[config.mk]
export PLATFORM = sky130hd
export DESIGN_NAME = cxu_unit
export DESIGN_NICKNAME = d
export VERILOG_FILES = /design/src/shared/cxu_pkg.sv /design/src/hdl/cxu_unit.sv
export VERILOG_INCLUDE_DIRS = /design/src /design/src/shared
export SDC_FILE = /design/constraint.sdc
export NUM_CORES = 1
export LEC_CHECK = 0
export ABC_AREA = 1
export BUFFER_PORTS_ARGS = -buffer_cell sky130_fd_sc_hd__buf_2
export CAP_MARGIN = 10
export CORE_MARGIN = 5
export CORE_UTILIZATION = 45
export CTS_BUF_LIST = sky130_fd_sc_hd__clkbuf_16
export CTS_CLUSTER_SIZE = 14
export DETAILED_ROUTE_END_ITERATION = 7
export MAX_ROUTING_LAYER = met4
export PLACE_DENSITY = 0.85
export SLEW_MARGIN = 20
export SYNTH_ARGS = -nofsm -noshare
export SYNTH_HDL_FRONTEND = slang
export SYNTH_SLANG_ARGS = --single-unit
[constraint.sdc]
create_clock -name core_clk -period 2.7 [get_ports core_clk]
set_clock_uncertainty 0.15 [all_clocks]
set_input_delay 0.135 -clock core_clk [delete_from_list [all_inputs] [get_ports core_clk]]
set_output_delay 0.135 -clock core_clk [all_outputs]
set_load 0.01 [all_outputs]
[src/shared/cxu_defines.svh]
// constants for the exception entry and exit unit
`ifndef CXU_DEFINES_SVH
`define CXU_DEFINES_SVH
`define CXU_VEC_RESET   32'h0000_0000
`define CXU_VEC_UNDEF   32'h0000_0004
`define CXU_VEC_SVC     32'h0000_0008
`define CXU_VEC_PABT    32'h0000_000c
`define CXU_VEC_DABT    32'h0000_0010
`define CXU_VEC_NORMAL_IRQ_N    32'h0000_0018
`define CXU_VEC_FIRQ    32'h0000_001c
`define CXU_MODE_USER   5'h10
`define CXU_MODE_FIRQ   5'h11
`define CXU_MODE_NORMAL_IRQ_N   5'h12
`define CXU_MODE_SVC    5'h13
`define CXU_MODE_ABT    5'h17
`define CXU_MODE_UND    5'h1b
`define CXU_OFS_2       32'h0000_0002
`define CXU_OFS_4       32'h0000_0004
`define CXU_OFS_8       32'h0000_0008
`define CXU_BIT_NORMAL_IRQ_N_MASK 7
`define CXU_BIT_FIRQ_MASK 6
`define CXU_BIT_TSTATE    5
`define CXU_RST_STATUS  32'h0000_00d3
`endif

[src/shared/cxu_pkg.sv]
// types for the exception entry and exit unit
package cxu_pkg;
  typedef enum logic [2:0] {
    CXU_EXC_NONE,
    CXU_EXC_RESET,
    CXU_EXC_DABT,
    CXU_EXC_FIRQ,
    CXU_EXC_NORMAL_IRQ_N,
    CXU_EXC_PABT,
    CXU_EXC_UNDEF,
    CXU_EXC_SVC
  } cxu_exc_type;

  typedef struct packed {
    logic        valid;
    logic [4:0]  mode;
    logic [31:0] vector;
    logic [31:0] link;
    logic [31:0] saved;
  } cxu_entry_type;

  typedef struct packed {
    logic supp_all;
    logic keep_wb;
    logic undo;
  } cxu_abort_fx_type;
endpackage : cxu_pkg

[src/hdl/cxu_unit.sv]
// exception entry and exit unit of the core
// Function
// - entry writes return address into the link register banked for the target mode
// - entry copies current status word into the target mode's saved status word
// - entry forces mode bits then fetches from the exception vector
// - entry may set interrupt disable flags against uncontrolled nesting
// - from 32-bit state link is pc+4, or pc+8 for data abort
// - from 16-bit state link is +2 call/undef/bl, +4 irq/pabt, +8 dabt
// - entry from 16-bit state switches to 32-bit state with the vector load
// - return restores status word including instruction-state bit, no explicit switch
// - low fast_irq_n/normal_irq_n request; sync select low adds synchroniser delay
// - fast mask clear means fast request tested at every instruction end
// - fast mask cannot be set from user mode
// - normal interrupt ranks below fast and is masked on fast entry
// - normal mask set disables normal irq, set only when privileged, cleared from any mode
// - memory may signal abort, sampled during memory access cycles
// - prefetch abort marks instruction invalid, taken only if it executes
// - data abort on single transfer keeps base write-back
// - data abort on swap leaves state as if never executed
// - data abort on block transfer completes, write-back kept, later overwrites suppressed
// - vectors 0x0 reset,4 undef,8 call,c pabt,10 dabt,18 normal,1c fast
// - priority reset, dabt, fast, normal, pabt, then undef or call
// - dabt with enabled fast enters abort then immediately fast vector
// - supervisor call enters supervisor mode; undecodable instruction enters undefined mode
// - mode field encodes fast 10001 normal 10010 svc 10011 abort 10111 und 11011
// - set mask bit in status word disables the corresponding interrupt
`timescale 1ns/1ps
`include "cxu_defines.svh"

module cxu_unit
  import cxu_pkg::*;
(
  // clock and reset
  input  wire logic        core_clk,
  input  wire logic        rst_n,
  // interrupt pins
  input  wire logic        fast_irq_n,
  input  wire logic        normal_irq_n,
  input  wire logic        irq_sync_select,
  // memory abort
  input  wire logic        abort_in,
  input  wire logic        mem_access,
  input  wire logic        mem_is_fetch,
  // pipeline status
  input  wire logic        instr_end,
  input  wire logic        head_executes,
  input  wire logic        head_flushed,
  input  wire logic        fetch_strobe,
  input  wire logic        is_undefined,
  input  wire logic        is_supervisor_call,
  input  wire logic        is_swap,
  input  wire logic        is_block,
  input  wire logic [31:0] pc,
  // status word writes and return
  input  wire logic        status_wr,
  input  wire logic [31:0] status_wr_data,
  input  wire logic        exc_return,
  // entry outputs
  output logic             entry_valid,
  output logic [31:0]      entry_vector,
  output logic [4:0]       entry_mode,
  output logic [31:0]      banked_link_register,
  output logic [31:0]      saved_status_word,
  output logic [31:0]      current_status_word,
  output cxu_exc_type      entry_kind,
  // abort effects
  output cxu_abort_fx_type abort_fx
);

  // synchronisers
  logic [1:0] firq_sync_reg;
  logic [1:0] normal_irq_n_sync_reg;
  always_ff @(posedge core_clk or negedge rst_n) begin
    if (!rst_n) begin
      firq_sync_reg <= 2'h3;
      normal_irq_n_sync_reg <= 2'h3;
    end else begin
      firq_sync_reg <= {firq_sync_reg[0], fast_irq_n};
      normal_irq_n_sync_reg <= {normal_irq_n_sync_reg[0], normal_irq_n};
    end
  end
  wire firq_lvl_n = irq_sync_select ? fast_irq_n : firq_sync_reg[1];
  wire normal_irq_n_lvl_n = irq_sync_select ? normal_irq_n : normal_irq_n_sync_reg[1];

  // abort capture
  logic pabt_pend_reg;
  logic dabt_pend_reg;
  wire  abort_seen = abort_in && mem_access;
  wire  pabt_take  = pabt_pend_reg && head_executes;
  wire  pabt_mark  = abort_seen && mem_is_fetch;
  wire  dabt_mark  = abort_seen && !mem_is_fetch;

  logic [31:0] status_reg;
  logic [31:0] saved_reg;
  logic [31:0] link_reg;
  logic [31:0] vector_reg;
  logic [4:0]  mode_reg;
  logic        valid_reg;
  cxu_exc_type kind_reg;
  logic        chain_firq_reg;
  cxu_abort_fx_type fx_reg;

  wire privileged = status_reg[4:0] != `CXU_MODE_USER;
  wire tstate     = status_reg[`CXU_BIT_TSTATE];
  wire firq_en    = !status_reg[`CXU_BIT_FIRQ_MASK];
  wire normal_irq_n_en    = !status_reg[`CXU_BIT_NORMAL_IRQ_N_MASK];
  wire firq_req   = !firq_lvl_n && firq_en && instr_end;
  wire normal_irq_n_req   = !normal_irq_n_lvl_n && normal_irq_n_en && instr_end;

  // priority select
  cxu_exc_type sel;
  always_comb begin
    sel = CXU_EXC_NONE;
    if (dabt_pend_reg && instr_end)        sel = CXU_EXC_DABT;
    else if (firq_req || chain_firq_reg)   sel = CXU_EXC_FIRQ;
    else if (normal_irq_n_req)                     sel = CXU_EXC_NORMAL_IRQ_N;
    else if (pabt_take)                    sel = CXU_EXC_PABT;
    else if (instr_end && is_undefined)    sel = CXU_EXC_UNDEF;
    else if (instr_end && is_supervisor_call) sel = CXU_EXC_SVC;
  end

  // per kind mode, vector and link offset
  logic [4:0]  sel_mode;
  logic [31:0] sel_vec;
  logic [31:0] sel_ofs;
  always_comb begin
    sel_mode = status_reg[4:0];
    sel_vec  = `CXU_VEC_RESET;
    sel_ofs  = `CXU_OFS_4;
    case (sel)
      CXU_EXC_DABT: begin
        sel_mode = `CXU_MODE_ABT;
        sel_vec  = `CXU_VEC_DABT;
        sel_ofs  = `CXU_OFS_8;
      end
      CXU_EXC_FIRQ: begin
        sel_mode = `CXU_MODE_FIRQ;
        sel_vec  = `CXU_VEC_FIRQ;
      end
      CXU_EXC_NORMAL_IRQ_N: begin
        sel_mode = `CXU_MODE_NORMAL_IRQ_N;
        sel_vec  = `CXU_VEC_NORMAL_IRQ_N;
      end
      CXU_EXC_PABT: begin
        sel_mode = `CXU_MODE_ABT;
        sel_vec  = `CXU_VEC_PABT;
      end
      CXU_EXC_UNDEF: begin
        sel_mode = `CXU_MODE_UND;
        sel_vec  = `CXU_VEC_UNDEF;
        sel_ofs  = tstate ? `CXU_OFS_2 : `CXU_OFS_4;
      end
      CXU_EXC_SVC: begin
        sel_mode = `CXU_MODE_SVC;
        sel_vec  = `CXU_VEC_SVC;
        sel_ofs  = tstate ? `CXU_OFS_2 : `CXU_OFS_4;
      end
      default: begin
        sel_mode = status_reg[4:0];
        sel_vec  = `CXU_VEC_RESET;
        sel_ofs  = `CXU_OFS_4;
      end
    endcase
  end

  wire take = sel != CXU_EXC_NONE;

  // new status word on entry
  logic [31:0] entry_status;
  always_comb begin
    entry_status = status_reg;
    entry_status[4:0] = sel_mode;
    entry_status[`CXU_BIT_TSTATE] = 1'b0;
    entry_status[`CXU_BIT_NORMAL_IRQ_N_MASK] = 1'b1;
    if (sel == CXU_EXC_FIRQ)
      entry_status[`CXU_BIT_FIRQ_MASK] = 1'b1;
  end

  // software status write with privilege check
  logic [31:0] sw_status;
  always_comb begin
    sw_status = status_wr_data;
    if (!privileged) begin
      sw_status = status_reg;
      sw_status[31:8] = status_wr_data[31:8];
      if (!status_wr_data[`CXU_BIT_FIRQ_MASK])
        sw_status[`CXU_BIT_FIRQ_MASK] = 1'b0;
      if (!status_wr_data[`CXU_BIT_NORMAL_IRQ_N_MASK])
        sw_status[`CXU_BIT_NORMAL_IRQ_N_MASK] = 1'b0;
    end
  end

  always_ff @(posedge core_clk or negedge rst_n) begin
    if (!rst_n) begin
      pabt_pend_reg <= 1'b0;
      dabt_pend_reg <= 1'b0;
    end else begin
      pabt_pend_reg <= pabt_mark || (pabt_pend_reg && !head_flushed && !pabt_take &&
                       !fetch_strobe);
      dabt_pend_reg <= dabt_mark || (dabt_pend_reg && sel != CXU_EXC_DABT);
    end
  end

  always_ff @(posedge core_clk or negedge rst_n) begin
    if (!rst_n) begin
      status_reg     <= `CXU_RST_STATUS;
      saved_reg      <= 32'h0;
      link_reg       <= 32'h0;
      vector_reg     <= `CXU_VEC_RESET;
      mode_reg       <= `CXU_MODE_SVC;
      valid_reg      <= 1'b0;
      kind_reg       <= CXU_EXC_NONE;
      chain_firq_reg <= 1'b0;
    end else begin
      valid_reg <= take;
      kind_reg  <= sel;
      chain_firq_reg <= (sel == CXU_EXC_DABT) && !firq_lvl_n && firq_en;
      if (take) begin
        link_reg   <= pc + sel_ofs;
        saved_reg  <= status_reg;
        status_reg <= entry_status;
        vector_reg <= sel_vec;
        mode_reg   <= sel_mode;
      end else if (exc_return) begin
        status_reg <= saved_reg;
      end else if (status_wr) begin
        status_reg <= sw_status;
      end
    end
  end

  // abort effects per instruction type
  always_ff @(posedge core_clk or negedge rst_n) begin
    if (!rst_n) begin
      fx_reg <= '0;
    end else if (dabt_mark) begin
      fx_reg.undo     <= is_swap;
      fx_reg.keep_wb  <= !is_swap;
      fx_reg.supp_all <= is_block;
    end else if (instr_end) begin
      fx_reg <= '0;
    end
  end

  assign entry_valid          = valid_reg;
  assign entry_vector         = vector_reg;
  assign entry_mode           = mode_reg;
  assign banked_link_register = link_reg;
  assign saved_status_word    = saved_reg;
  assign current_status_word  = status_reg;
  assign entry_kind           = kind_reg;
  assign abort_fx             = fx_reg;
endmodule : cxu_unit

==> results.md <==
- The flow ran to the end, and the final reports show no timing, DRC or antenna violations.
- The largest delay contributor family on the critical path is simple AND/OR/NAND/NOR gates.
- The setup violation total in the final timing report is 0.
- The fraction of registers with async set or reset after synthesis is 100.0%.
- The proportion of netlist area held by the largest area contributor is about 43%.
- The ratio of total power to cell area is roughly 860 mW/mm2.
- The wire length of the first global-routing pass is between 20 and 30 mm.
- The delay contributed by the slowest stage of the critical path is approximately 0.53 ns.
- The worst flop-to-flop path endpoint is banked_link_register[28].
- The synthesized cell area is 0.006141 mm2.
- During synthesis, Yosys emitted a total of 0 warnings.
- The least setup slack across all paths after layout is between 0.06 and 0.07 ns.
- The synthesized area per cell is 7.903 um2.
- The number of instances on the worst hold path is 7.
- The worst-case IR drop observed on VDD is around 0.46 mV.
- Using the TritonRoute via totals, the vias-per-cell ratio works out to approximately 4.9.
- In the layout the commonest cells are nand2_1 (288), buf_2 (191), dfrtp_1 (106).
- The floorplan step defined a die boundary enclosing about 0.016 mm2.
- The estimated wirelength of the detail-placed design is between 10 and 15 mm.
- Setup total negative slack on the finished layout was measured at 0 ns.
- The area added between synthesis and finish is 40.75%.
- Data arrives at the worst endpoint at 2.78 ns.
- The worst setup path is launched from a flop.
- The worst endpoint required time is around 2.8 ns.
- The worst pin sits at a relative slew slack of roughly 63%.
- The overall global routing resource usage is between 20% and 30%.
- The origin of the worst min-delay path is status_wr_data[3].
- The total number of vias is between 6,000 and 7,000.
- The min-delay analysis places its worst path in the category in2reg.
- Summing the sequential cell areas from Yosys gives between 40 and 50% of the chip area.
- Derived from the worst setup path, the maximum achievable clock frequency is ~380 MHz.
- The root buffer cell chosen for the clock tree is clkbuf_16.
- The die outline width is between 100 and 150 um.
- The number of maximum-capacitance constraint violations is 0.
- The period utilization is between 90% and 100%.
- For this design the static power due to leakage is between 4 and 5 nW.
- The highest-delay cell along the critical path is dfstp_2.
- The most prevalent standard cell on the critical path is nand2_1.
- Sorting the synthesized cells by area gives the leading types as dfrtp_1 (43%), nand2_1 (18%), buf_4 (7.2%).
- The core region is between 0.01 and 0.015 mm2.
- The pre-antenna-repair detailed-routing pass consisted of 5 iterations.
- The total clock sinks is between 100 and 150.
- Yosys mapped the design onto 36 distinct sky130hd cell types.
- The number of enable flip-flop cells after synthesis is 0.
- The final hold violation count is 0.
- STA classifies the critical path endpoint as a flop.
- The primary flip-flop cell chosen by synthesis mapping is dfrtp_1.
- The post-placement setup slack is -0.03997 ns.
- The placer congestion estimate is 0.9355.
- The number of DRC markers in iteration 0 is between 400 and 500.
- The max-slew violation count was 0.
- After floorplanning, the core was divided into between 40 and 50 placement rows.
- The maximum root-to-sink buffer count is 2.
- The number of cell instances on the worst register-to-register path is 19.
- The final layout contains ~1,100 nets.
- The slack of the worst reg-to-reg path is 0.06 ns.
- The area of all placed cells without fillers is 0.008643 mm2.
- The per-cell routed wire length is ~15 um.
- The clock tree from TritonCTS is built.
- Counting flops and latches in the post-synthesis netlist gives 118.
- Entering global routing, the biggest net connects 76 pins.
- Global routing finished with a remaining overflow of 0.
- The die is around 130 um tall.
- Buffers inserted during clock tree synthesis total 17.
- dfrtp_1 takes more of the synthesized area than any other cell.
- The CTS clock-pin slew for the worst setup and hold paths is approximately 0.06 ns.
- The number of levels the H-tree was split into is 4.
- The buffer and inverter count on the worst path is 2.
- Walking the worst path, the cells encountered are inv_2 > nand4_1 > nand2_1 > inv_2 > nand3_4 > nor2_4 > nor2_4 > ha_4 > nand3_2 > nand2_2 > nand3_4 > nor2_4 > nand2_2 > nor2_4 > nand2_1 > nand2_1 > nand2_1 > nand2_1 > nand2_1.
- Setup repair after global routing could not meet its margin everywhere.
- For the worst-skew pair, the clock arrives at the later sink with an insertion delay of slightly above 0.4 ns.
- By startpoint and endpoint, the worst setup path is classified as reg2reg.
- The slew at the pin closest to its max-slew limit is 0.5538 ns.
- The placed instances occupy a cell area of 0.007147 mm2.
- The aggregate routed wire length is 18.56 mm.
- 222 I/O pins were placed.
- The shortest period the worst path allows is approximately 2.6 ns.
- Along the worst path, the maximum fanout reaches 3.
- The final antenna-violating net count is 0.
- The worst hold path terminates at current_status_word[3].
- For this configuration, the core starts out at a cell density of a little under half.
- The via count of the first global-routing pass came to between 5,000 and 6,000.
- The leading cell type in the layout, fill and taps excluded is nand2_1.
- The count of buffers added on input and output ports is roughly 190.
- The launch instance of the worst register-to-register path is current_status_word[6].
- The number of antenna violations at the first check in global routing is 1.
- After detailed routing, the number of remaining DRC violations is 0.
- The cell count after synthesis is between 700 and 800.
- The share of cells above drive strength 1 is between 20 and 30%.
==> cells by family (layout without fill, tap and decap cells) <==
family	count (synthesis)	after routing	share of synthesized area, %
fa+ha+maj	4	4	0.9373
buf+inv	140	385	12.53
compound gates	99	99	8.578
simple gates	392	392	26.28
flops	118	118	48.33
other cells	1	30	0.06107
xor+xnor	23	23	3.280
==> report_power, final <==
part | internal (mW) | switching, mW | total (mW) | leakage (nW)
combinational | 0.956 | 1.49 | 2.44 | 2.78
clock | 1.44 | 0.804 | 2.24 | 0.283
sequential | 2.39 | 0.402 | 2.79 | 1.45
total | 4.78 | 2.69 | 7.47 | 4.51
==> synth_stat cells, types with 3 or more instances <==
master / n
nor4_1: 3
o21ai_1: 5
xor2_1: 14
xnor2_1: 9
nand4_1: 12
a21boi_0: 3
buf_2: 12
nor2_1: 35
o211ai_1: 5
inv_2: 4
dfrtp_1: 106
a21oi_1: 7
or2_2: 4
inv_1: 56
nand2_1: 295
o21ai_0: 74
dfstp_2: 12
nand3_1: 34
buf_4: 59
clkbuf_1: 8
nor2_2: 3
ha_1: 3
==> timing repair <==
action	4_1_cts	5_1_grt
gates resized for setup	2	30
hold buffers	72	0
endpoints found under the setup margin	8	22
endpoints found under the hold margin	111	0
pin swaps	1	19
setup buffers	0	7
==> area by class of cell <==
cell class | count | area [um2]
flip-flops and latches | 118 | 2968
clock buffers | 17 | 425.4
repair buffers | 293 | 1942
diodes | 1 | 2.502
inverters | 60 | 225.2
fillers | 1083 | 4652
well taps | 176 | 220.2
multi-input cells | 547 | 2696
clock inverters | 15 | 163.9
==> routing by layer <==
metal  track usage (%)  wire length (um)
met1             28.56              7689
met2             38.89              9106
met3             6.221              1397
met4             8.896               361
met5                 -                 0
==> through the flow <==
step	instances	power, mW	util [%]	hold slack, ns
global route	1227	7.938	65.01	0.06991
global placement	1115	5.028	53.75	0.004279
CTS	1219	7.456	63.66	0.02181
finish	1227	7.472	65.01	0.03657
floorplan	805	4.246	-	-0.3106
detailed placement	1115	5.097	53.75	0.006632
==> worst register-to-register path: stages, from the launching register on <==
cell,delay (ns)
dfstp_2,0.53
inv_2,0.04
nand4_1,0.09
nand2_1,0.07
inv_2,0.08
nand3_4,0.08
nor2_4,0.19
nor2_4,0.08
ha_4,0.26
nand3_2,0.07
nand2_2,0.10
nand3_4,0.10
nor2_4,0.13
nand2_2,0.08
nor2_4,0.13
nand2_1,0.06
nand2_1,0.08
nand2_1,0.05
nand2_1,0.07
nand2_1,0.07
==> how the worst max path moves through the flow <==
stage / start / to / slack, ns / cells past startpoint
after global routing: current_status_word[6] / banked_link_register[28] / -0.16 / 19
after detailed placement: firq_sync_reg[1] / banked_link_register[30] / -0.04 / 17
after floorplan: current_status_word[6] / banked_link_register[31] / -0.002 / 15
final: current_status_word[6] / banked_link_register[28] / 0.06 / 19
after global placement: firq_sync_reg[1] / banked_link_register[30] / -0.001 / 17
after CTS: firq_sync_reg[1] / banked_link_register[29] / 0.005 / 18
(Power assumes the default switching activity.)
